File: src/hdl/icr_pkg.sv
// Package for the indexed configuration register bank.
// Assumes a single host-bus clock domain and synchronous reset.
package icr_pkg;

  // ----------------------------------------------------------------
  // Ports, keys and sizes
  // ----------------------------------------------------------------
  localparam logic [0:0] PORT_INDEX = 1'h0;
  localparam logic [0:0] PORT_DATA = 1'h1;
  localparam logic [7:0] KEY_ENTER = 8'h55;
  localparam logic [7:0] KEY_EXIT = 8'haa;
  localparam int NUM_REGS = 32;
  localparam int IDX_W = 5;

  // ----------------------------------------------------------------
  // Register indices
  // ----------------------------------------------------------------
  localparam logic [4:0] IDX_POWER_CLOCK = 5'h00;
  localparam logic [4:0] IDX_CONFIG_LOCK = 5'h01;
  localparam logic [4:0] IDX_IFACE_MODE = 5'h03;
  localparam logic [4:0] IDX_DMA_DENSITY = 5'h05;
  localparam logic [4:0] IDX_DRIVE_TYPE_MAP = 5'h06;
  localparam logic [4:0] IDX_BOOT_DRIVE = 5'h07;
  localparam logic [4:0] IDX_DRIVE_RATE = 5'h0b;
  localparam logic [4:0] IDX_PART_ID = 5'h0d;
  localparam logic [4:0] IDX_PART_REV = 5'h0e;
  localparam logic [4:0] IDX_TEST_ZERO = 5'h0f;
  localparam logic [4:0] IDX_TEST_ONE = 5'h10;
  localparam logic [4:0] IDX_TEST_TWO = 5'h11;
  localparam logic [4:0] IDX_DRIVE_TYPE_TABLE = 5'h1f;

  // ----------------------------------------------------------------
  // Power-up values and writable masks
  // ----------------------------------------------------------------
  localparam logic [7:0] RST_POWER_CLOCK = 8'h28;
  localparam logic [7:0] MASK_POWER_CLOCK = 8'hac;
  localparam logic [7:0] RST_CONFIG_LOCK = 8'h90;
  localparam logic [7:0] MASK_CONFIG_LOCK = 8'h80;
  localparam logic [7:0] RST_IFACE_MODE = 8'h70;
  localparam logic [7:0] MASK_IFACE_MODE = 8'h72;
  localparam logic [7:0] RST_DRIVE_TYPE_MAP = 8'hff;
  localparam logic [7:0] MASK_DMA_DENSITY = 8'hfc;
  localparam logic [7:0] MASK_ALL = 8'hff;
  localparam logic [7:0] ZERO_BYTE = 8'h00;

  // Power/clock and config-lock register bit positions
  localparam int BIT_PIN_SWAP = 2;
  localparam int BIT_CORE_POWER = 3;
  localparam int BIT_OSCILLATOR = 5;
  localparam int BIT_VALID = 7;
  localparam int BIT_LOCK = 7;

  // Arbitrary identity values
  localparam logic [7:0] DEF_PART_ID = 8'h5a;
  localparam logic [7:0] DEF_PART_REV = 8'h01;

  // ----------------------------------------------------------------
  // Types
  // ----------------------------------------------------------------
  typedef struct packed {
    logic wr;
    logic rd;
    logic port;
    logic [7:0] data;
  } icr_host_t;

  typedef struct packed {
    logic powerdown_pin_enable;
    logic core_power_enable;
    logic oscillator_control;
    logic [7:0] drive_type_map;
    logic [7:0] boot_drive_power_mgmt;
    logic [7:0] drive_rate_table;
    logic [7:0] drive_type_table;
    logic [7:0] dma_density_select;
    logic [7:0] interface_mode;
  } icr_ctrl_t;

  typedef enum logic [2:0] {
    ST_IDLE = 3'b001,
    ST_ARMED = 3'b010,
    ST_CONFIG = 3'b100
  } icr_state_t;

endpackage // icr_pkg

File: src/hdl/icr_bank.sv
// Indexed configuration register bank: index port and data port.
// Assumes host strobes are one-cycle pulses on clk_sys_in.
// power_on_in clears to defaults; reset_in keeps register values but exits config mode.
//
// Behaviour
// RULE1: Index-port write in config mode loads index
// RULE2: Data port accesses selected register 00..1F
// RULE3: Index reachable only in configuration mode
// RULE4: Power-up defaults; ordinary reset keeps values
// RULE5: Register zero via index 00, 28H
// RULE6: Register zero bits 0,1 read zero
// RULE7: Bit 2 repurposes second select/motor pins
// RULE8: Bit 3 powers core, clear means low-power
// RULE9: Register zero bits 4,6 read zero
// RULE10: Bit 5 switches oscillator, default on
// RULE11: Bit 7 plain software flag, cleared
// RULE12: Two back-to-back 55H writes enter config
// RULE13: Intervening other write cancels unlock
// RULE14: AAH at index port exits config
// RULE15: Outside config mode, accesses change nothing
module icr_bank #(
  parameter logic [7:0] PART_ID = icr_pkg::DEF_PART_ID,
  parameter logic [7:0] PART_REV = icr_pkg::DEF_PART_REV
) (
  input wire logic clk_sys_in,
  input wire logic reset_in,
  input wire logic power_on_in,
  input wire icr_pkg::icr_host_t host_in,
  output logic [7:0] rd_data_out,
  output logic rd_valid_out,
  output logic config_mode_out,
  input wire logic drive_select_1_in,
  input wire logic motor_on_1_in,
  input wire logic powerdown_state_in,
  input wire logic idle_state_in,
  output logic second_drive_select_out,
  output logic second_motor_on_out,
  output icr_pkg::icr_ctrl_t ctrl_out
);

  // ----------------------------------------------------------------
  // Unlock sequencer
  // ----------------------------------------------------------------
  logic config_mode;
  logic unlock_reset;

  // Either reset drops back to normal mode
  assign unlock_reset = reset_in || power_on_in;

  icr_unlock u_unlock (
    .clk_sys_in(clk_sys_in),
    .reset_in(unlock_reset),
    .wr_in(host_in.wr),
    .port_in(host_in.port),
    .data_in(host_in.data),
    .config_mode_out(config_mode)
  );

  // ----------------------------------------------------------------
  // Decode
  // ----------------------------------------------------------------
  logic [icr_pkg::IDX_W-1:0] index_reg;
  logic index_valid_reg;
  logic wr_index;
  logic wr_data;
  logic rd_data;
  logic lock_open;
  logic [7:0] wdata;

  assign wdata = host_in.data;
  // Exit key is a write to the index port too; loading it is harmless
  assign wr_index = host_in.wr && config_mode
                    && host_in.port == icr_pkg::PORT_INDEX; // RULE3 RULE15
  // Data port is dead until the index has been set in this session
  assign wr_data = host_in.wr && config_mode && index_valid_reg
                   && lock_open
                   && host_in.port == icr_pkg::PORT_DATA; // RULE3 RULE15
  assign rd_data = host_in.rd && config_mode && index_valid_reg
                   && lock_open
                   && host_in.port == icr_pkg::PORT_DATA; // RULE2

  always_ff @(posedge clk_sys_in) begin
    if (reset_in || power_on_in || !config_mode) begin
      index_reg <= '0;
      index_valid_reg <= 1'b0;
    end else if (wr_index) begin
      index_reg <= wdata[icr_pkg::IDX_W-1:0]; // RULE1
      index_valid_reg <= 1'b1; // RULE3
    end
  end

  // ----------------------------------------------------------------
  // Register storage
  // ----------------------------------------------------------------
  // Only power_on_in restores defaults; reset_in is deliberately absent
  logic [7:0] regs_reg [icr_pkg::NUM_REGS];
  logic [7:0] rst_val [icr_pkg::NUM_REGS];
  logic [7:0] wr_mask [icr_pkg::NUM_REGS];

  genvar gi;
  generate
    for (gi = 0; gi < icr_pkg::NUM_REGS; gi++) begin : g_reg
      localparam logic [4:0] IDX = 5'(gi);
      assign rst_val[gi] =
        (IDX == icr_pkg::IDX_POWER_CLOCK) ? icr_pkg::RST_POWER_CLOCK :
        (IDX == icr_pkg::IDX_CONFIG_LOCK) ? icr_pkg::RST_CONFIG_LOCK :
        (IDX == icr_pkg::IDX_IFACE_MODE) ? icr_pkg::RST_IFACE_MODE :
        (IDX == icr_pkg::IDX_DRIVE_TYPE_MAP) ?
          icr_pkg::RST_DRIVE_TYPE_MAP :
        icr_pkg::ZERO_BYTE; // RULE4 RULE5 RULE11
      assign wr_mask[gi] =
        (IDX == icr_pkg::IDX_POWER_CLOCK) ? icr_pkg::MASK_POWER_CLOCK :
        (IDX == icr_pkg::IDX_CONFIG_LOCK) ? icr_pkg::MASK_CONFIG_LOCK :
        (IDX == icr_pkg::IDX_IFACE_MODE) ? icr_pkg::MASK_IFACE_MODE :
        (IDX == icr_pkg::IDX_DMA_DENSITY) ? icr_pkg::MASK_DMA_DENSITY :
        (IDX == icr_pkg::IDX_DRIVE_TYPE_MAP
         || IDX == icr_pkg::IDX_BOOT_DRIVE
         || IDX == icr_pkg::IDX_DRIVE_RATE
         || IDX == icr_pkg::IDX_TEST_ZERO
         || IDX == icr_pkg::IDX_TEST_ONE
         || IDX == icr_pkg::IDX_TEST_TWO
         || IDX == icr_pkg::IDX_DRIVE_TYPE_TABLE) ? icr_pkg::MASK_ALL :
        icr_pkg::ZERO_BYTE; // RULE6 RULE9

      logic hit;
      assign hit = wr_data && index_reg == IDX; // RULE2
      always_ff @(posedge clk_sys_in) begin
        if (power_on_in) begin
          regs_reg[gi] <= rst_val[gi]; // RULE4
        end else if (hit) begin
          regs_reg[gi] <= (regs_reg[gi] & ~wr_mask[gi])
                          | (wdata & wr_mask[gi]);
        end
      end
    end
  endgenerate

  // Lock bit: once cleared, only power-up reopens the bank
  logic lock_reg;
  always_ff @(posedge clk_sys_in) begin
    if (power_on_in) begin
      lock_reg <= 1'b1;
    end else if (wr_data && index_reg == icr_pkg::IDX_CONFIG_LOCK
                 && !wdata[icr_pkg::BIT_LOCK]) begin
      lock_reg <= 1'b0;
    end
  end
  assign lock_open = lock_reg;

  // ----------------------------------------------------------------
  // Read path
  // ----------------------------------------------------------------
  logic [7:0] lock_view;
  logic [7:0] rd_mux;

  always_comb begin
    lock_view = regs_reg[icr_pkg::IDX_CONFIG_LOCK];
    lock_view[icr_pkg::BIT_LOCK] = lock_reg;
  end

  assign rd_mux =
    (index_reg == icr_pkg::IDX_PART_ID) ? PART_ID :
    (index_reg == icr_pkg::IDX_PART_REV) ? PART_REV :
    (index_reg == icr_pkg::IDX_CONFIG_LOCK) ? lock_view :
    regs_reg[index_reg]; // RULE2

  always_ff @(posedge clk_sys_in) begin
    if (reset_in || power_on_in) begin
      rd_data_out <= icr_pkg::ZERO_BYTE;
      rd_valid_out <= 1'b0;
    end else begin
      rd_valid_out <= rd_data;
      if (rd_data) begin
        rd_data_out <= rd_mux; // RULE2
      end
    end
  end

  assign config_mode_out = config_mode;

  // ----------------------------------------------------------------
  // Controls to the core
  // ----------------------------------------------------------------
  logic [7:0] pwr;
  assign pwr = regs_reg[icr_pkg::IDX_POWER_CLOCK];

  // Pin function swap is purely combinational so it tracks the core
  assign second_drive_select_out = pwr[icr_pkg::BIT_PIN_SWAP] ?
    powerdown_state_in : drive_select_1_in; // RULE7
  assign second_motor_on_out = pwr[icr_pkg::BIT_PIN_SWAP] ?
    idle_state_in : motor_on_1_in; // RULE7

  always_comb begin
    ctrl_out.powerdown_pin_enable = pwr[icr_pkg::BIT_PIN_SWAP]; // RULE7
    ctrl_out.core_power_enable = pwr[icr_pkg::BIT_CORE_POWER]; // RULE8
    ctrl_out.oscillator_control = pwr[icr_pkg::BIT_OSCILLATOR]; // RULE10
    ctrl_out.drive_type_map = regs_reg[icr_pkg::IDX_DRIVE_TYPE_MAP];
    ctrl_out.boot_drive_power_mgmt = regs_reg[icr_pkg::IDX_BOOT_DRIVE];
    ctrl_out.drive_rate_table = regs_reg[icr_pkg::IDX_DRIVE_RATE];
    ctrl_out.drive_type_table = regs_reg[icr_pkg::IDX_DRIVE_TYPE_TABLE];
    ctrl_out.dma_density_select = regs_reg[icr_pkg::IDX_DMA_DENSITY];
    ctrl_out.interface_mode = regs_reg[icr_pkg::IDX_IFACE_MODE];
  end
  // Bit 7 of register zero drives nothing: software flag only  RULE11

endmodule // icr_bank

File: src/hdl/icr_unlock.sv
// Configuration-mode unlock sequencer.
// Assumes one write strobe per host write, same clock domain.
module icr_unlock (
  input wire logic clk_sys_in,
  input wire logic reset_in,
  input wire logic wr_in,
  input wire logic port_in,
  input wire logic [7:0] data_in,
  output logic config_mode_out
);

  icr_pkg::icr_state_t state_reg;
  icr_pkg::icr_state_t state_next;
  logic key_enter;
  logic key_exit;
  logic at_index;

  assign at_index = port_in == icr_pkg::PORT_INDEX;
  assign key_enter = wr_in && at_index && data_in == icr_pkg::KEY_ENTER;
  assign key_exit = wr_in && at_index && data_in == icr_pkg::KEY_EXIT;

  // ----------------------------------------------------------------
  // Sequence
  // ----------------------------------------------------------------
  always_comb begin
    state_next = state_reg;
    unique case (state_reg)
      icr_pkg::ST_IDLE: begin
        if (key_enter) begin
          state_next = icr_pkg::ST_ARMED; // RULE12
        end
      end
      icr_pkg::ST_ARMED: begin
        // Any other write breaks the pair
        if (key_enter) begin
          state_next = icr_pkg::ST_CONFIG; // RULE12
        end else if (wr_in) begin
          state_next = icr_pkg::ST_IDLE; // RULE13
        end
      end
      icr_pkg::ST_CONFIG: begin
        if (key_exit) begin
          state_next = icr_pkg::ST_IDLE; // RULE14
        end
      end
      default: state_next = icr_pkg::ST_IDLE;
    endcase
  end

  always_ff @(posedge clk_sys_in) begin
    if (reset_in) begin
      state_reg <= icr_pkg::ST_IDLE;
    end else begin
      state_reg <= state_next;
    end
  end

  assign config_mode_out = state_reg == icr_pkg::ST_CONFIG;

endmodule // icr_unlock

File: config.mk
export PLATFORM = sky130hd
export DESIGN_NAME = icr_bank
export DESIGN_NICKNAME = d
export VERILOG_FILES = /design/src/hdl/icr_pkg.sv /design/src/hdl/icr_bank.sv /design/src/hdl/icr_unlock.sv
export SDC_FILE = /design/constraint.sdc
export NUM_CORES = 1
export LEC_CHECK = 0
export BUFFER_PORTS_ARGS = -buffer_cell sky130_fd_sc_hd__buf_4
export CAP_MARGIN = 20
export CORE_AREA = 8 8 119 121
export CTS_BUF_LIST = sky130_fd_sc_hd__clkbuf_8
export DETAILED_ROUTE_END_ITERATION = 16
export DIE_AREA = 0 0 127 129
export SLEW_MARGIN = 20
export SYNTH_ARGS = -nofsm -noshare
export SYNTH_HDL_FRONTEND = slang
export SYNTH_HIERARCHICAL = 1
export SYNTH_SLANG_ARGS = --single-unit
File: constraint.sdc
create_clock -name clk_sys_in -period 2 [get_ports clk_sys_in]
set_input_delay 0.2 -clock clk_sys_in [delete_from_list [all_inputs] [get_ports clk_sys_in]]
set_output_delay 0.2 -clock clk_sys_in [all_outputs]
set_load 0.01 [all_outputs]
=== Yosys cells after proc, flatten, opt, wreduce, memory -nomap -nowiden ===
Memory sizes are Yosys's and may differ from the RTL's. A register that Yosys moved wholly into a read port is not among the register bits.
Index checks and enable logic that the tools add are counted.

* Register bits after elaboration: 19
* Logic and storage cells: 318
* Memories: 1
* Output and inout bits: 63
* RAM bits: 256
* Input port bits: 18

{| class="wikitable"
|+ Memory list
! name !! words !! width !! rd ports !! clocked after Yosys merged registers in !! write ports !! line !! text
|-
| regs_reg || 32 || 8 || 9 || 1 || 32 || icr_bank.sv:96 || <nowiki>logic [7:0] regs_reg [icr_pkg::NUM_REGS];</nowiki>
|}

* Mux-type cells: 142
* Equality and inequality tests: 60
* Reduce and logical (&&, ||, !) cells: 72
* Bitwise operators: 37

{| class="wikitable"
|+ Operators by type and width
! cell !! count
|-
| $mux 8 || 35
|-
| $mux 1 || 100
|-
| $eq 5x5->1 const B || 16
|-
| $logic_and 1x1->1 || 45
|-
| $reduce_and 2->1 || 21
|-
| $eq 5x4->1 const B || 8
|-
| $or 1x1->1 || 32
|-
| $ne 0x0->1 || 21
|-
| $eq 5x3->1 const B || 4
|-
| $or 7x8->8 || 2
|-
| $mux 3 || 4
|-
| $eq 5x2->1 const B || 2
|-
| $mux 5 || 2
|-
| $pmux 3 s3 || 1
|-
| $eq 8x7->1 const B || 1
|-
| $eq 8x8->1 const B || 1
|-
| $or 2x8->8 || 1
|-
| $or 8x7->8 || 1
|-
| $eq 5x1->1 const B || 1
|-
| $logic_not 5->1 || 1
|-
| $ne 2x1->1 const B || 2
|-
| $eq 3x1->1 const B || 1
|-
| $eq 3x2->1 const B || 1
|-
| $eq 3x3->1 const B || 1
|-
| other kinds (5) || 7
|}

=== Logic depth before layout (Yosys ltp) ===
Gate-level depths: netlist (run 1).

* Depth in word-level cells: 11
* Depth in mapped cells: 8
* Mapped depth without buffers: 6

=== Modules after synthesis ===
The synthesis (run 1) kept the hierarchy.

{| class="wikitable"
|+ Modules (own cells, without submodules)
! module !! sequential area each (um^2) !! cells an instance !! area each (um^2) !! instances
|-
| icr_bank || 2552.4 || 379 || 4430.5 || 1
|-
| icr_unlock || 60.1 || 21 || 220.2 || 1
|}

=== Worst setup path after synthesis (run 1) ===
OpenSTA, ideal clock, no wires.

* Kind: reg-to-reg
* From: register u_unlock.state_reg[2]
* To: memory regs_reg[6][0] (data pin)
* Path slack: -0.329 ns
* Data arrival time: 2.066 ns
* Period minus slack after synthesis: 2.329 ns
* Library setup time: 0.263 ns
* Buffers on the path: 1
* Stages on the path, launching flop included: 8
* Data required time: 1.737 ns
* Cell sequence: dfxtp_1 > nor3b_1 > and4_1 > clkbuf_2 > nand3b_2 > or3_1 > nor3_4 > nand2b_1

{| class="wikitable"
|+ RTL lines
! item !! line !! text
|-
| start, declared || icr_unlock.sv:12 || <nowiki>icr_pkg::icr_state_t state_reg;</nowiki>
|-
| start signal, assigned || icr_unlock.sv:52 || <nowiki>state_reg <= icr_pkg::ST_IDLE;</nowiki>
|-
| start signal, assigned || icr_unlock.sv:54 || <nowiki>state_reg <= state_next;</nowiki>
|-
| end, declared || icr_bank.sv:96 ||
|}

==> results of run 1 <==
-- per-stage QoR --
stage | cells | TNS (ns) | util [%] | setup WS, ns
floorplan | 405 | -0.8003 | - | -0.1000
global placement | 641 | 0 | 45.29 | 0.05004
detailed placement | 641 | -0.01136 | 45.29 | -0.01136
CTS | 657 | 0 | 47.07 | 0.03126
global route | 657 | -0.05826 | 47.24 | -0.01720
finish | 657 | 0 | 47.24 | 0.06386
-- layer usage --
| layer | vias to the layer above | global-route usage, % | routed length, um |
|---|---|---|---|
| met5 | - | 0 | 0 |
| met1 | 1723 | 21.08 | 5862 |
| met4 | 0 | 5.248 | 155 |
| met3 | 13 | 3.930 | 962 |
| li1 | 1667 | - | - |
| met2 | 120 | 27.41 | 6689 |
-- layout by cell type (no fill, tap or decap), types with 3 or more instances in the layout --
master / n
a21oi_1: 20
a221oi_1: 3
a22oi_1: 4
a31o_2: 3
and2_1: 58
buf_4: 113
clkbuf_8: 9
conb_1: 6
dfxtp_1: 21
dfxtp_2: 3
edfxtp_1: 71
mux2_2: 15
mux2i_1: 14
nand2_1: 14
nand2b_1: 18
nand3_1: 8
nor2_1: 20
nor2b_1: 4
nor3_1: 14
nor4_1: 4
o21ai_0: 11
o21bai_1: 8
-- path summary, 6_finish.rpt --
| check | end | from |
|---|---|---|
| max | regs_reg[1][7] | index_reg[1] |
| min | lock_open | power_on_in |
| max reg2reg | regs_reg[1][7] | index_reg[1] |
| min reg2reg | rd_data_out[2] | rd_data_out[2] |
-- logic make-up (layout without fill, tap and decap cells) --
| logic type | after synthesis | in the layout | share of synthesized area (%) |
|---|---|---|---|
| AO/OA/AOI/OAI | 69 | 69 | 9.981 |
| XOR/XNOR | 1 | 1 | 0.1884 |
| buffers and inverters | 31 | 133 | 3.659 |
| flip-flops | 95 | 95 | 56.17 |
| multiplexers | 29 | 29 | 6.645 |
| other | 1 | 6 | 0.08063 |
| AND/OR/NAND/NOR | 174 | 174 | 23.27 |
-- what timing repair did --
item,CTS,global route
gates resized for setup,0,7
pin swaps,1,4
setup endpoints to repair,2,24
-- final cells by class --
type | instances | area (sq um) | area share, %
flip-flops and latches | 95 | 2616 | 44.99
multi-input cells | 279 | 1929 | 33.18
repair buffers | 113 | 848.3 | 14.59
well taps | 150 | 187.7 | 3.227
clock buffers | 9 | 123.9 | 2.130
clock inverters | 7 | 95.09 | 1.635
inverters | 4 | 15.01 | 0.2582
-- worst max-delay path, delay by kind of cell, from the launching register on --
kind	cells	cell delay [ns]
DFF	1	0.40
and+or+nand+nor	4	1.30
-- power groups by stage --
stage                     clock [uW]  combinational, uW  sequential (uW)
after floorplan                    0                101             2270
final                           1400                296             2220
after global routing            1500                317             2230
after global placement             0                298             2260
after detailed placement           0                300             2270
after CTS                       1420                301             2220
==> qor.yml, run 1 <==
fillers: 1157
pwr-share-clk_pct: 35.7
finalWeightedCongestion: 0.8755
async_reset_ff_share_pct: 0
layout.nets: 520
critPathArrivalTime_ns: 2.06
drc: 0
p_comb_share_pct: 7.6
grt_overflow: 0
finalPower_uw: 3913
grt_use_total_pct: 16.60
num_antenna_cells: 0
dieArea_sq_mm: 0.01638
path_class: "flip-flop to flip-flop"
synth_commonest_cells: "71 x edfxtp_1, 58 x and2_1, 24 x dfxtp_1"
path_max_fanout: 8
worstPathRequired_ns: 2.12
rsz0062_at_grt: "yes"
synth_area_sq_mm: 0.004651
dp_hpwl_um: 9980
design_area_sq_mm: 0.005816
core_region_area_sq_mm: 0.01231
first_pass_iters: 4
cts_buffers: 9
cts_buffer_depth: 2
clock_latency_ns: 0.37
std_cell_rows: 41
finalSetupViolations: 0
critPathCaptureType: "flip-flop"
clkSlewWorstSetupHoldPaths_ns: 0.09
cts_hold_buf: 0
synthTopCellsByArea: "edfxtp_1 46%, dfxtp_1 10%, and2_1 7.8%"
netlist.area_leader.share_pct: 45.84
drive_above_1_share_pct: 33.53
wl_per_cell_um: 20.81
cts_setup_buffers: 0
yosysSeqAreaShare_pct: 56.17
postPlaceCellArea_sq_mm: 0.005577
htreeDepth: 3
p_per_area_mw_per_mm2: 672.9
p_switching_uw: 892.4
die_height_um: 129
wirelength_um: 13670
layout_min_cycle_time_ns: 1.936
yosysMostFrequentCell: "edfxtp_1"
areaGrowthSynthToFinish_pct: 25.05
reg2reg_setup_slack_ns: 0.06
ioPinCount: 81
status: "complete, no violations"
synth_edf_count: 71
grt_max_degree: 23
hold_viol: 0
ant_nets: 0
drt_iter0_markers: 197
io_buffers: 74
slew_headroom_pct: 55.59
largest_reg_flops: 71
peakVddDrop_mv: 0.2843
max_stage_delay_ns: 0.42
timing.hold.ws_ns: 0.2115
tightestPinTransition_ns: 0.6647
synth_area_per_cell_sq_um: 11.63
fin_skew_ns: 0.009617
yosysWarnings: 6
seq_power_share_pct: 56.7
min_path_cells: 2
grt_pass1_wl_um: 20490
path_cells: "or3b_4, or3_4, or3_1, or2_1"
p_int_uw: 3021
num_vias: 3523
leakagePower_uw: 0.002097
viasPerCell: 5.362
grt_pass1_vias: 3602
clock_tree.root_cell: "clkbuf_8"
reg2reg_depth: 4
die_x_um: 127
timing.fmax_ghz: 0.5165
synth_cell_type_count: 65
cp_slowest_cell: "or3b_4"
critPathLaunchType: "flip-flop"
slew_viol_final: 0
yosys_register_bits: 95
clock-sinks: 95
initial_core_util_pct: 37.77
period_share_pct: 96.81
cap_violations: 0
antenna_found_initial: 0
cts_tree: "done"
synth_flop_cell: "edfxtp_1"
hold_class: "primary input to flip-flop"
yosysTopAreaCell: "edfxtp_1"
switching_share_pct: 22.80
syn_inst: 400
Power figures use the tool's default switching activity.
==> run 2, diff against run 1 <==
PLACE_DENSITY = 0.65   (was not set)
==> run 2 against run 1 <==
Effect of this change: wire length shrank 2.9%; worst setup slack lost 0.0025 ns; first-iteration DRC count down 3.0%; sequential share of layout area decreased by 0.23 points; power increased by 0.18%; critical path depth grew 2; clock power barely moved; register-to-register slack is essentially flat; highest routed layer unchanged.
==> qor.yml, run 2 (same netlist as run 1, synthesis figures left out) <==
hold_viol: 0
drt_iter0_markers: 191
ioPinCount: 81
hold_class: "primary input to flip-flop"
cts_buffer_depth: 2
seq_power_share_pct: 56.6
critPathCaptureType: "flip-flop"
slew_headroom_pct: 60.21
post-place-ws_ns: 0.01114
clock_latency_ns: 0.36
num_vias: 3554
grt_overflow: 0
critPathLaunchType: "flip-flop"
clock_tree.root_cell: "clkbuf_8"
htreeDepth: 3
viasPerCell: 5.377
p_int_uw: 3023
drive_above_1_share_pct: 33.86
pwr-share-clk_pct: 35.9
layout_min_cycle_time_ns: 1.939
leakagePower_uw: 0.002126
antenna_found_initial: 0
finalPower_uw: 3920
max_stage_delay_ns: 0.38
design_area_sq_mm: 0.005848
critPathArrivalTime_ns: 2.06
areaGrowthSynthToFinish_pct: 25.75
path_class: "flip-flop to flip-flop"
grt_pass1_wl_um: 19830
period_share_pct: 96.93
timing.fmax_ghz: 0.5158
crit_family: "simple AND/OR/NAND/NOR gates"
final_common_cell: "buf_4"
postPlaceCellArea_sq_mm: 0.005592
cts_buffers: 9
p_comb_share_pct: 7.5
status: "complete, no violations"
num_antenna_cells: 0
clkSlewWorstSetupHoldPaths_ns: 0.10
setup_slack_ns: 0.06136
crit_buf_inv: 0
die_x_um: 127
mostFrequentLayoutCells: "117 x buf_4, 71 x edfxtp_1, 58 x and2_1"
fin_skew_ns: 0.006594
ant_nets: 0
path_max_fanout: 8
cap_violations: 0
grt_pass1_vias: 3555
finalWeightedCongestion: 0.9487
layout.nets: 524
finalSetupViolations: 0
die_height_um: 129
cp_slowest_cell: "or3_4"
cts_hold_buf: 0
peakVddDrop_mv: 0.2809
wl_per_cell_um: 20.09
postLayoutCoreUtil_pct: 47.50
clock-sinks: 95
layoutNonFillerInstCount: 661
grt_max_degree: 22
initial_core_util_pct: 37.77
dieArea_sq_mm: 0.01638
p_switching_uw: 897.2
largest_reg_flops: 71
core_region_area_sq_mm: 0.01231
slew_viol_final: 0
io_buffers: 74
rsz0062_at_grt: "yes"
cts_tree: "done"
path_cells: "nor3b_4, and4_4, nand3b_4, or3_4, nor3_4, nand2b_1"
switching_share_pct: 22.89
worstPathRequired_ns: 2.12
tightestPinTransition_ns: 0.5956
drc: 0
wirelength_um: 13280
first_pass_iters: 4
placedCellCount: 643
dp_hpwl_um: 9841
grt_use_total_pct: 16.15
std_cell_rows: 41
p_per_area_mw_per_mm2: 670.3
-- run 2: cell count changes in the layout (fill, tap and decap cells not counted), sizes merged --
cell and change:
buf +4, clkinvlp -1, inv +1
-- run 2: area by class of cell --
| class | count | area, sq um |
|---|---|---|
| clock inverters | 7 | 95.09 |
| inverters | 4 | 15.01 |
| clock buffers | 9 | 123.9 |
| fillers | 1133 | 6464 |
| multi-input cells | 279 | 1931 |
| repair buffers | 117 | 878.3 |
| flip-flops and latches | 95 | 2618 |
| well taps | 150 | 187.7 |
-- run 2: repair_timing --
action	CTS	global route
setup buffers	0	2
gates resized for setup	0	8
pin swaps	1	4
setup endpoints to repair	3	41
-- run 2: power by group through the flow --
stage	Sequential [uW]	Combinational (uW)	Clock, uW
3_3_place_gp	2260	295	0
5_1_grt	2230	317	1500
2_1_floorplan	2270	101	0
3_5_place_dp	2260	299	0
6_report	2220	295	1410
4_1_cts	2220	300	1430
-- run 2: stage by stage --
step | TNS, ns | hold slack, ns
after global placement | 0 | 0.4541
after CTS | 0 | 0.2097
final | 0 | 0.2270
after floorplan | -0.8003 | 0.3659
after global routing | -0.03464 | 0.2144
after detailed placement | 0 | 0.4637
-- run 2: final timing paths --
kind	from	endpoint	slack [ns]	depth (start not counted)
setup / recovery	u_unlock/state_reg[0]	regs_reg[6][4]	0.06	6
setup reg to reg	u_unlock/state_reg[0]	regs_reg[6][4]	0.06	6
hold / removal	host_in[0]	regs_reg[6][0]	0.23	2
hold reg to reg	index_valid_reg	index_valid_reg	0.48	2
-- run 2: layer usage --
layer	vias up	wire, um	global-route usage [%]
met5	-	0	0
met1	1706	5562	19.58
li1	1671	-	-
met4	0	567	9.517
met3	35	873	4.137
met2	142	6276	25.63
